==> config.mk <==
export PLATFORM = sky130hd
export DESIGN_NAME = ekw_top
export DESIGN_NICKNAME = d
export VERILOG_FILES = /design/src/inc/ekw_pkg.sv /design/src/logic/ekw_top.sv /design/src/logic/ekw_sense.sv
export SDC_FILE = /design/constraint.sdc
export NUM_CORES = 1
export LEC_CHECK = 0
export BUFFER_PORTS_ARGS = -buffer_cell sky130_fd_sc_hd__buf_4
export CAP_MARGIN = 20
export CORE_MARGIN = 1.5
export CORE_UTILIZATION = 45
export CTS_CLUSTER_SIZE = 30
export DETAILED_ROUTE_END_ITERATION = 7
export GPL_TIMING_DRIVEN = 0
export PLACE_DENSITY_LB_ADDON = 0.25
export SLEW_MARGIN = 20
export SYNTH_ARGS = -nofsm -noshare
export SYNTH_HDL_FRONTEND = slang
export SYNTH_SLANG_ARGS = --single-unit
==> constraint.sdc <==
create_clock -name clock -period 2.2 [get_ports clock]
set_clock_uncertainty 0.05 [all_clocks]
set_input_delay 0.55 -clock clock [delete_from_list [all_inputs] [get_ports clock]]
set_output_delay 0.55 -clock clock [all_outputs]
set_load 0.005 [all_outputs]
==> src/inc/ekw_pkg.sv <==
// Constants shared by the external key and wake-up request front end.
package ekw_pkg;

    // ========================================================================
    // Sizes
    localparam int ADDR_W   = 8;
    localparam int DATA_W   = 32;
    localparam int N_IRQ    = 8;
    localparam int N_KEY    = 16;
    localparam int N_WAKE   = 8;
    localparam int N_PERIPH = 4;

    // ========================================================================
    // Register byte offsets
    localparam logic [7:0] OFS_SYS_CTRL   = 8'h00;
    localparam logic [7:0] OFS_SENSE_SEL  = 8'h04;
    localparam logic [7:0] OFS_REQ_ENABLE = 8'h08;
    localparam logic [7:0] OFS_REQ_STATUS = 8'h0C;
    localparam logic [7:0] OFS_CTRL_LEVEL = 8'h10;
    localparam logic [7:0] OFS_KEY_UPPER  = 8'h14;
    localparam logic [7:0] OFS_KEY_LOWER  = 8'h18;
    localparam logic [7:0] OFS_WAKE_MASK  = 8'h1C;
    localparam logic [7:0] OFS_PIN_STATE  = 8'h20;

    // ========================================================================
    // Field positions and reset values
    localparam int          NMI_EDGE_BIT    = 0;
    localparam int          PIN6_MASK_BIT   = 6;
    localparam int          KEY_IRQ_LOWER   = 6;
    localparam int          KEY_IRQ_UPPER   = 7;
    localparam logic [7:0]  RST_SYS_CTRL    = 8'h00;
    localparam logic [15:0] RST_SENSE_SEL   = 16'h0000;
    localparam logic [7:0]  RST_REQ_ENABLE  = 8'h00;
    localparam logic [7:0]  RST_CTRL_LEVEL  = 8'h00;
    localparam logic [7:0]  RST_KEY_UPPER   = 8'hFF;
    localparam logic [7:0]  RST_KEY_LOWER   = 8'hBF;
    localparam logic [7:0]  RST_WAKE_MASK   = 8'hFF;
    localparam logic [7:0]  WAKE_CAPABLE    = 8'hC7;
    localparam logic [31:0] UNMAPPED_DATA   = 32'h0000_0000;

    // ========================================================================
    // Sense condition codes
    localparam logic [1:0] SENSE_LOW  = 2'h0;
    localparam logic [1:0] SENSE_FALL = 2'h1;
    localparam logic [1:0] SENSE_RISE = 2'h2;
    localparam logic [1:0] SENSE_BOTH = 2'h3;

    typedef logic [1:0] ekw_sense_t;

endpackage

==> src/logic/ekw_top.sv <==
// External, key-sense and wake-up interrupt front end with Wishbone registers.
//
// What this block does
// - Upper key mask bit 0 enables, 1 blocks its key input; reset 1.
// - Lower key mask bit 6 also gates request pin 6; resets 0.
// - Wake mask bit 0 enables, 1 blocks its wake input; reset 1.
// - Any upper key or wake mask bit at 0 ignores pin 7.
// - Wake and upper keys feed source 7; lower keys feed source 6.
// - Keys and wake inputs use sense, enable, level, flag of sources 6/7.
// - Non-maskable request is highest and never gated by masks or mode.
// - A control bit picks rising or falling edge for non-maskable pin.
// - Each request pin has its own vector and selectable sense.
// - Enable bit forwards each request; control level per request.
// - Status flag sets on its sense condition regardless of enable.
// - Detection ignores the pin direction setting.
// - Non-maskable and sources 7,6,2,1,0 wake from standby; others not.
// - Peripheral request only while its flag set and enable is 1.
// - Transfer controller requests ignore control mode and CPU masks.
// - Sense code: 00 low, 01 falling, 10 rising, 11 both edges.
// - Status flag clears on 0 write after reading it as 1.
// - Edge mode auto-clears on exception; low mode only if pin high.
//
// The Wishbone interface to the registers and the register addresses were decided locally.
`timescale 1ns/100ps
`default_nettype none
module ekw_top
    import ekw_pkg::*;
(
    input  wire logic                           clock,
    input  wire logic                           arst_n,
    input  wire logic                           wb_cyc_i,
    input  wire logic                           wb_stb_i,
    input  wire logic                           wb_we_i,
    input  wire logic [ekw_pkg::ADDR_W-1:0]     wb_adr_i,
    input  wire logic [3:0]                     wb_sel_i,
    input  wire logic [ekw_pkg::DATA_W-1:0]     wb_dat_i,
    output logic      [ekw_pkg::DATA_W-1:0]     wb_dat_o,
    output logic                                wb_ack_o,
    input  wire logic                           nmi_pin,
    input  wire logic [ekw_pkg::N_IRQ-1:0]      irq_pin_n,
    input  wire logic [ekw_pkg::N_KEY-1:0]      key_sense_inputs_n,
    input  wire logic [ekw_pkg::N_WAKE-1:0]     wake_event_inputs_n,
    input  wire logic                           nmi_exc_ack,
    input  wire logic [ekw_pkg::N_IRQ-1:0]      irq_exc_ack,
    input  wire logic                           standby,
    input  wire logic [ekw_pkg::N_PERIPH-1:0]   periph_flag,
    input  wire logic [ekw_pkg::N_PERIPH-1:0]   periph_en,
    input  wire logic [ekw_pkg::N_PERIPH-1:0]   periph_dtc_sel,
    output logic                                nmi_req,
    output logic      [ekw_pkg::N_IRQ-1:0]      irq_req,
    output logic      [ekw_pkg::N_IRQ-1:0]      irq_level,
    output logic      [ekw_pkg::N_PERIPH-1:0]   periph_req,
    output logic      [ekw_pkg::N_PERIPH-1:0]   dtc_req,
    output logic                                wake
);

    // ========================================================================
    // Declarations
    logic [7:0]        sys_ctrl_ff,   nxt_sys_ctrl;
    logic [15:0]       sense_sel_ff,  nxt_sense_sel;
    logic [7:0]        req_enable_ff, nxt_req_enable;
    logic [7:0]        ctrl_level_ff, nxt_ctrl_level;
    logic [7:0]        key_upper_ff,  nxt_key_upper;
    logic [7:0]        key_lower_ff,  nxt_key_lower;
    logic [7:0]        wake_mask_ff,  nxt_wake_mask;
    logic [7:0]        read_seen_ff,  nxt_read_seen;
    logic [DATA_W-1:0] dat_ff,        nxt_dat;
    logic              ack_ff,        nxt_ack;
    logic              nmi_prev_ff,   nxt_nmi_prev;
    logic              nmi_flag_ff,   nxt_nmi_flag;
    logic [7:0]        irq_req_ff,    nxt_irq_req;
    logic [7:0]        irq_level_ff,  nxt_irq_level;
    logic [N_PERIPH-1:0] periph_req_ff, nxt_periph_req;
    logic [N_PERIPH-1:0] dtc_req_ff,    nxt_dtc_req;
    logic              wake_ff,       nxt_wake;
    logic              access;
    logic              wr;
    logic              rd;
    logic [7:0]        sw_clear;
    logic [7:0]        flags;
    logic [7:0]        line_n;
    logic              pin7_ignored;
    logic              line6_n;
    logic              line7_n;
    logic              nmi_edge;

    // ========================================================================
    // Merging of key and wake inputs onto sources 6 and 7
    always_comb
    begin
        // pin 7 dropped when any upper key or wake input unmasked
        pin7_ignored = !(&key_upper_ff) || !(&wake_mask_ff);
        // any unmasked low input pulls its merged line low
        // lower keys plus gated pin 6
        line6_n = (&(key_sense_inputs_n[7:0] | key_lower_ff))
                  && (irq_pin_n[KEY_IRQ_LOWER] || key_lower_ff[PIN6_MASK_BIT]);
        // upper keys and wake feed 7
        line7_n = (&(key_sense_inputs_n[15:8] | key_upper_ff))
                  && (&(wake_event_inputs_n | wake_mask_ff))
                  && (irq_pin_n[KEY_IRQ_UPPER] || pin7_ignored);
        line_n = irq_pin_n;
        line_n[KEY_IRQ_LOWER] = line6_n;
        line_n[KEY_IRQ_UPPER] = line7_n;
    end

    // ========================================================================
    // Per-source detectors
    genvar gi;
    generate
        for (gi = 0; gi < N_IRQ; gi++)
        begin : g_src
            // each pin has its own detector and sense code
            ekw_sense u_sense (
                .clock    (clock),
                .arst_n   (arst_n),
                .line_n   (line_n[gi]),
                .mode     (sense_sel_ff[2*gi+1:2*gi]),
                .sw_clear (sw_clear[gi]),
                .exc_ack  (irq_exc_ack[gi]),
                .flag     (flags[gi])
            );
        end
    endgenerate

    // ========================================================================
    // Wishbone slave and register file
    assign access = wb_cyc_i && wb_stb_i && !ack_ff;
    assign wr     = access && wb_we_i;
    assign rd     = access && !wb_we_i;

    always_comb
    begin
        nxt_sys_ctrl   = sys_ctrl_ff;
        nxt_sense_sel  = sense_sel_ff;
        nxt_req_enable = req_enable_ff;
        nxt_ctrl_level = ctrl_level_ff;
        nxt_key_upper  = key_upper_ff;
        nxt_key_lower  = key_lower_ff;
        nxt_wake_mask  = wake_mask_ff;
        nxt_read_seen  = read_seen_ff;
        nxt_dat        = dat_ff;
        nxt_ack        = access;
        sw_clear       = 8'h00;
        if (wr && wb_sel_i[0])
        begin
            case (wb_adr_i)
                OFS_SYS_CTRL:   nxt_sys_ctrl   = wb_dat_i[7:0];
                OFS_SENSE_SEL:  nxt_sense_sel[7:0] = wb_dat_i[7:0];
                OFS_REQ_ENABLE: nxt_req_enable = wb_dat_i[7:0];
                OFS_CTRL_LEVEL: nxt_ctrl_level = wb_dat_i[7:0];
                OFS_KEY_UPPER:  nxt_key_upper  = wb_dat_i[7:0];
                OFS_KEY_LOWER:  nxt_key_lower  = wb_dat_i[7:0];
                OFS_WAKE_MASK:  nxt_wake_mask  = wb_dat_i[7:0];
                OFS_REQ_STATUS:
                begin
                    sw_clear      = read_seen_ff & ~wb_dat_i[7:0];
                    nxt_read_seen = 8'h00;
                end
                default:        nxt_sys_ctrl   = sys_ctrl_ff;
            endcase
        end
        if (wr && wb_sel_i[1] && (wb_adr_i == OFS_SENSE_SEL))
        begin
            nxt_sense_sel[15:8] = wb_dat_i[15:8];
        end
        if (rd)
        begin
            case (wb_adr_i)
                OFS_SYS_CTRL:   nxt_dat = {24'h00_0000, sys_ctrl_ff};
                OFS_SENSE_SEL:  nxt_dat = {16'h0000, sense_sel_ff};
                OFS_REQ_ENABLE: nxt_dat = {24'h00_0000, req_enable_ff};
                OFS_REQ_STATUS: nxt_dat = {24'h00_0000, flags};
                OFS_CTRL_LEVEL: nxt_dat = {24'h00_0000, ctrl_level_ff};
                OFS_KEY_UPPER:  nxt_dat = {24'h00_0000, key_upper_ff};
                OFS_KEY_LOWER:  nxt_dat = {24'h00_0000, key_lower_ff};
                OFS_WAKE_MASK:  nxt_dat = {24'h00_0000, wake_mask_ff};
                OFS_PIN_STATE:  nxt_dat = {24'h00_0000, line_n};
                default:        nxt_dat = UNMAPPED_DATA;
            endcase
            if (wb_adr_i == OFS_REQ_STATUS)
            begin
                nxt_read_seen = read_seen_ff | flags;
            end
        end
    end

    always_ff @(posedge clock or negedge arst_n)
    begin
        if (!arst_n)
        begin
            sys_ctrl_ff   <= RST_SYS_CTRL;
            sense_sel_ff  <= RST_SENSE_SEL;
            req_enable_ff <= RST_REQ_ENABLE;
            ctrl_level_ff <= RST_CTRL_LEVEL;
            key_upper_ff  <= RST_KEY_UPPER;
            key_lower_ff  <= RST_KEY_LOWER;
            wake_mask_ff  <= RST_WAKE_MASK;
            read_seen_ff  <= 8'h00;
            dat_ff        <= UNMAPPED_DATA;
            ack_ff        <= 1'b0;
        end
        else
        begin
            sys_ctrl_ff   <= nxt_sys_ctrl;
            sense_sel_ff  <= nxt_sense_sel;
            req_enable_ff <= nxt_req_enable;
            ctrl_level_ff <= nxt_ctrl_level;
            key_upper_ff  <= nxt_key_upper;
            key_lower_ff  <= nxt_key_lower;
            wake_mask_ff  <= nxt_wake_mask;
            read_seen_ff  <= nxt_read_seen;
            dat_ff        <= nxt_dat;
            ack_ff        <= nxt_ack;
        end
    end

    // ========================================================================
    // Request outputs, non-maskable edge and standby wake-up
    always_comb
    begin
        if (sys_ctrl_ff[NMI_EDGE_BIT])
            nmi_edge = nmi_pin && !nmi_prev_ff;
        else
            nmi_edge = !nmi_pin && nmi_prev_ff;
        nxt_nmi_flag  = nmi_edge || (nmi_flag_ff && !nmi_exc_ack);
        nxt_nmi_prev  = nmi_pin;
        nxt_irq_req   = flags & req_enable_ff;
        nxt_irq_level = ctrl_level_ff;
        nxt_periph_req = periph_flag & periph_en & ~periph_dtc_sel;
        nxt_dtc_req    = periph_flag & periph_en & periph_dtc_sel;
        nxt_wake = standby && (nmi_flag_ff || |(irq_req_ff & WAKE_CAPABLE));
    end

    always_ff @(posedge clock or negedge arst_n)
    begin
        if (!arst_n)
        begin
            nmi_prev_ff   <= 1'b0;
            nmi_flag_ff   <= 1'b0;
            irq_req_ff    <= 8'h00;
            irq_level_ff  <= 8'h00;
            periph_req_ff <= '0;
            dtc_req_ff    <= '0;
            wake_ff       <= 1'b0;
        end
        else
        begin
            nmi_prev_ff   <= nxt_nmi_prev;
            nmi_flag_ff   <= nxt_nmi_flag;
            irq_req_ff    <= nxt_irq_req;
            irq_level_ff  <= nxt_irq_level;
            periph_req_ff <= nxt_periph_req;
            dtc_req_ff    <= nxt_dtc_req;
            wake_ff       <= nxt_wake;
        end
    end

    assign wb_dat_o   = dat_ff;
    assign wb_ack_o   = ack_ff;
    assign nmi_req    = nmi_flag_ff;
    assign irq_req    = irq_req_ff;
    assign irq_level  = irq_level_ff;
    assign periph_req = periph_req_ff;
    assign dtc_req    = dtc_req_ff;
    assign wake       = wake_ff;
endmodule
`default_nettype wire

==> src/logic/ekw_sense.sv <==
// Sense detector and status flag for one external request source.
`timescale 1ns/100ps
`default_nettype none
module ekw_sense
    import ekw_pkg::*;
(
    input  wire logic               clock,
    input  wire logic               arst_n,
    input  wire logic               line_n,
    input  wire ekw_pkg::ekw_sense_t mode,
    input  wire logic               sw_clear,
    input  wire logic               exc_ack,
    output logic                    flag
);

    logic prev_ff;
    logic flag_ff;
    logic nxt_prev;
    logic nxt_flag;
    logic set_evt;
    logic clr_evt;

    // ========================================================================
    // Detection
    always_comb
    begin
        case (mode)
            SENSE_LOW:  set_evt = !line_n;
            SENSE_FALL: set_evt = prev_ff && !line_n;
            SENSE_RISE: set_evt = !prev_ff && line_n;
            SENSE_BOTH: set_evt = prev_ff != line_n;
            default:    set_evt = 1'b0;
        endcase
        clr_evt = sw_clear || (exc_ack && ((mode != SENSE_LOW) || line_n));
        nxt_flag = set_evt || (flag_ff && !clr_evt);
        nxt_prev = line_n;
    end

    always_ff @(posedge clock or negedge arst_n)
    begin
        if (!arst_n)
        begin
            prev_ff <= 1'b1;
            flag_ff <= 1'b0;
        end
        else
        begin
            prev_ff <= nxt_prev;
            flag_ff <= nxt_flag;
        end
    end

    assign flag = flag_ff;
endmodule
`default_nettype wire

# Word-level counts from Yosys, hierarchy flattened
# Index checks and enable logic that the tools add are counted.
# totals
out_inout_bits,59
input_bits,104
wordCells,237
ff_bits,148
# classes
reduce_logical,136
bitwise_logic,11
n_eq_ne,40
n_mux,16
# op_table
op,count
$pmux W16 S9,1
$mux W8,6
$logic_and A1 B1 Y1,46
$reduce_and A8 Y1,5
$eq A2 B2 Y1 const B,16
$eq A8 B5 Y1 const B,4
$or A8 B8 Y8,4
$pmux W1 S4,8
$logic_not A1 Y1,31
$logic_or A1 B1 Y1,29
$and A8 B8 Y8,2
$eq A2 B1 Y1 const B,8
$eq A8 B4 Y1 const B,2
$logic_not A2 Y1,8
$reduce_bool A2 Y1,8
$reduce_and A2 Y1,7
$and A4 B4 Y4,3
$eq A8 B3 Y1 const B,1
$eq A8 B6 Y1 const B,1
$logic_not A8 Y1,1
$ne A1 B1 Y1,8
$not A8 Y8,1
$reduce_or A5 Y1,1
$not A4 Y4,1
$mux W1,1

# Depth between registers and ports, before layout
# logic_depth
depth_word,11
ltp_mapped,10
ltp_nobuf,10

# Hierarchy
# A second synthesis with hierarchy kept.
# hier_totals
hier_cells,502
hier_area_um2,6333.6
# by_module_without_submodules
module,seq_area_each_um2,cells_per_inst,instances,area_per_inst_um2
ekw_top,2931.6,422,1,5362.6
ekw_sense,51.3,10,8,121.4

# Worst setup path before layout
# No wires, ideal clock.
# synth_timing
kind,in2reg
startpoint,in wb_adr_i[1] (netlist name)
endpoint,reg sense_sel_ff[10]
t_required_ps,2025
path_slack_ps,-57
setup_time_ps,125
arrival_time_ps,2082
stages,6
n_path_buf,2
cell_sequence,or2_2 > buf_2 > nor4_4 > and4_1 > buf_6 > mux2_2
# synth_via
elab_chain_cells,2
# synth_rtl
element,line_no,rtl
from (decl),ekw_top.sv:34,"input wire logic [ekw_pkg::ADDR_W-1:0] wb_adr_i,"
$eq A8 B3 Y1,ekw_top.sv:162,if (wr && wb_sel_i[1] && (wb_adr_i == OFS_SENSE_SEL))
$logic_and A1 B1 Y1,ekw_top.sv:162,
to (signal assigned),ekw_top.sv:205,sense_sel_ff <= nxt_sense_sel;
to (decl),ekw_top.sv:60,"logic [15:0] sense_sel_ff, nxt_sense_sel;"
# No other way between the ends.
# A chain may end at the register's enable or synchronous reset.

# Final worst setup path
# layout_timing
startpoint,reg wake_mask_ff[4]
endpoint,reg g_src[7].u_sense.flag_ff
# layout_via
elab_chain_cells,11
word_cells_on_any_way,19
cone_classes,1 x eq/ne; 1 x mux; 1 x bitwise; 16 x reduce/logical
# layout_rtl
element,line_no,rtl
from (decl),ekw_top.sv:65,"logic [7:0] wake_mask_ff, nxt_wake_mask;"
from (signal assigned),ekw_top.sv:210,wake_mask_ff <= nxt_wake_mask;
$reduce_and A8 Y1,ekw_top.sv:92,pin7_ignored = !(&key_upper_ff) || !(&wake_mask_ff);
$logic_not A1 Y1,ekw_top.sv:92,
$logic_or A1 B1 Y1,ekw_top.sv:92,
$logic_or A1 B1 Y1,ekw_top.sv:100,&& (irq_pin_n[KEY_IRQ_UPPER] || pin7_ignored);
$logic_and A1 B1 Y1 (*),ekw_top.sv:100,
named net g_src[7].u_sense.line_n,ekw_sense.sv:9,"input wire logic line_n,"
"parallel branches: the longest is 5 deep, another holds $pmux W1 S4",n/a,
$logic_or A1 B1 Y1 (*),ekw_sense.sv:35,nxt_flag = set_evt || (flag_ff && !clr_evt);
named net g_src[7].u_sense.nxt_flag,ekw_sense.sv:19,logic nxt_flag;
to (signal assigned),ekw_sense.sv:49,flag_ff <= nxt_flag;
to (decl),ekw_sense.sv:17,logic flag_ff;
# Mark *: on every way through the listed nets, which the timed path passes.

==> results.md <==
* Multi-input logic area at approximately 2800 um2
* Share of layout cells above drive strength 1 at a little under half
* Initial core utilization at between 40% and 50%
* Slew HR at 50.2%
* Via count at 4688
* Post-route insts no fill at 849
* Outcome: completed
* DIE AREA at 14500 um2
* Core ar. at 13300 um2
* Setup Viol. Count Final at 0
* Worst path arrival time at 2.41 ns
* DR top layer: met4
* Pin count of the biggest net entering global routing at between 80 and 90
* Reg area at 3340 um2
* # DRC at 0
* DR vias/cell at around 5.5
* Num CTS Buffers at 17
* Ranking of synthesized cells by area: dfrtp_1, dfstp_2, mux2_2, ha_1, a22o_1
* Worst Setup Path Type: reg2reg
* Fmax achieved at 0.459 GHz
* H-Tree Level Count at 4
* Synth top area share at between 40% and 50%
* Hold_ws at 0.205 ns
* Metal2 WL at 7950 um
* Inserted Diodes at 0
* RePlAce Congestion at 0.893
* Die width at 121 um
* Number of synthesized flops with an enable pin at 0
* Min cycle time layout at 2.18 ns
* Avg Cell Area, Syn at 12.6 um2
* Crit-path max FO at 4
* Row count at 42
* Top FF cell, synth: dfrtp_1
* DR pass1 iterations at 4
* Dpl cells at 814
* Syn-to-layout area delta at 31.2%
* Total grt overflow at 0
* Hold depth at 1
* Finished Cell Area at 8170 um2
* Iter 0 DRT Violations at 321
* Total GRT Usage at between 20% and 30%
* Slowest CP cell: dfstp_2
* I/O pin total at between 150 and 200
* VDD IR max at 0.000608 V
* Most instantiated library cell after synthesis: dfrtp_1
* Placed instance area at ~7500 um2
* PD cells at 666 nW/um2
* Syn Std Cell Area at 6220 um2
* Number of global-route vias before repair at 4862
* Total Wirelength at about 16000 um
* Worst hold path class: in2reg
* ANT nets after route at 0
* Top cell type by total area after synthesis: dfrtp_1
* Worst setup EP type: flop
* Final cycle utilization of the critical path at 99.0%
* Flop2flop setup slack at 0.02 ns
* CP max stage delay at 0.56 ns
* Crit path cell chain: and4_1 -> nand3_2 -> nor4_4 -> or2_4 -> inv_4 -> ha_4 -> nand2_1 -> o211ai_1 -> o311ai_1
* CTS max path bufs at 2
* Mapped Cells at 494
* Sink Count at 132
* Port Buffers at 128
* Leakage at 3.95 nW
* Synth cell types at 55
* Setup TNS at 0 ns
* CP startpoint kind: flop
* CTS tree: built
* WL met1 at just under 7000 um
* Post-DP HPWL at 12100 um
* FFs w/ async S/R, synth at 100%
* Routed len/inst at between 15 and 20 um
* Initial antenna violation count at 0
* Final Max Tran Viols at 0
* Clk pin slew, worst setup/hold paths at ~0.050 ns
* Sequential share of the synthesized area at 53.7%
* Max Cap Viol at 0
* Req. time, crit path at 2.44 ns
* FF+latch count, synth at 132
* Final hold vios at 0
* Nets at 780
* Worst Reg-to-Reg Cells at 9
* Die Y at 121 um
* Ys Warns at 0
* Wire length on met3 at around 980 um
* Root Driver: clkbuf_16
* Commonest cells post-synth: dfrtp_1, mux2_2, dfstp_2, nand2_1, nor2_1
* Worst slew pin tran at 0.741 ns
* Fillcell total at 1086
* Global-route wire length before repair at 25800 um
* Clock insertion delay at the later pin of the skew report at 0.42 ns
[per-layer routing]
layer,vias up,track usage [%]
li1,2129,-
met1,2345,31.4
met2,177,37.5
met3,37,4.67
met4,0,11.5
met5,-,0
[cells by family (layout without fill, tap and decap cells)]
group                      after synthesis  after routing  synth area share, %
AOI/OAI and AO/OA                       84             84                 9.95
adders and majority gates               16             16                 3.22
buffers and inverters                   50            214                 4.36
DFF                                    132            132                 53.7
and+or+nand+nor                        125            125                 12.1
muxes                                   86             86                 16.5
other                                    1             16               0.0603
[critical path, delay by kind of cell, from the launching register on]
kind            cells  cell delay, ns
fa+ha+maj           1            0.24
flops               1            0.56
simple gates        5            0.87
buf+inv             1            0.04
compound gates      2            0.28
[through the flow]
stage / power, mW / setup WS [ns] / util (%)
after floorplan: 2.69 / -0.0438 / -
after global placement: 2.94 / -0.469 / 56.2
after detailed placement: 2.96 / -0.611 / 56.4
after CTS: 5.50 / 0.00287 / 60.7
after global routing: 5.66 / -0.0580 / 61.2
final: 5.44 / 0.0219 / 61.2
[layout make-up]
cell class	instances	area share [%]
flip-flops and latches	132	40.9
multi-input cells	327	33.9
repair buffers	132	12.5
clock buffers	27	6.16
well taps	176	2.70
plain buffers	30	2.54
inverters	20	0.950
clock inverters	5	0.306
[repair_timing]
| action | CTS | global route |
|---|---|---|
| setup buffers | 1 | 1 |
| setup endpoints to repair | 26 | 55 |
| endpoints found under the hold margin | 38 | 0 |
| pin swaps | 2 | 7 |
| resized for setup | 4 | 16 |
| hold buffers | 1 | 0 |
| cloned | 0 | 0 |
[placed cells by master, fill, tap and decap left out, drive strengths merged, types with 7 or more instances in the layout]
| cell type | instances |
|---|---|
| buf | 156 |
| dfrtp | 101 |
| mux2 | 65 |
| clkbuf | 32 |
| dfstp | 31 |
| nand2 | 25 |
| nor2 | 25 |
| inv | 20 |
| a22o | 19 |
| a21oi | 18 |
| conb | 16 |
| ha | 16 |
| mux2i | 14 |
| o22ai | 12 |
| nand2b | 10 |
| and2 | 9 |
| o211ai | 9 |
| nor3b | 9 |
| nor3 | 9 |
| o221ai | 8 |
| and3 | 7 |
| mux4 | 7 |
[final timing paths]
| kind | start | end |
|---|---|---|
| max | wake_mask_ff[4] | g_src[7].u_sense.flag |
| min | nmi_pin | nmi_prev_ff |
| max reg2reg | wake_mask_ff[4] | g_src[7].u_sense.flag |
| min reg2reg | ctrl_level_ff[5] | irq_level[5] |
| max in group asynchronous | arst_n | key_upper_ff[1] |
| min in group asynchronous | arst_n | sense_sel_ff[8] |
[where the power goes]
| group | switching [mW] | internal, mW | total, mW |
|---|---|---|---|
| logic | 0.214 | 0.213 | 0.427 |
| clock network | 0.963 | 1.55 | 2.51 |
| registers | 0.0287 | 2.48 | 2.50 |
| total | 1.21 | 4.24 | 5.44 |
Power figures use the tool's default switching activity.
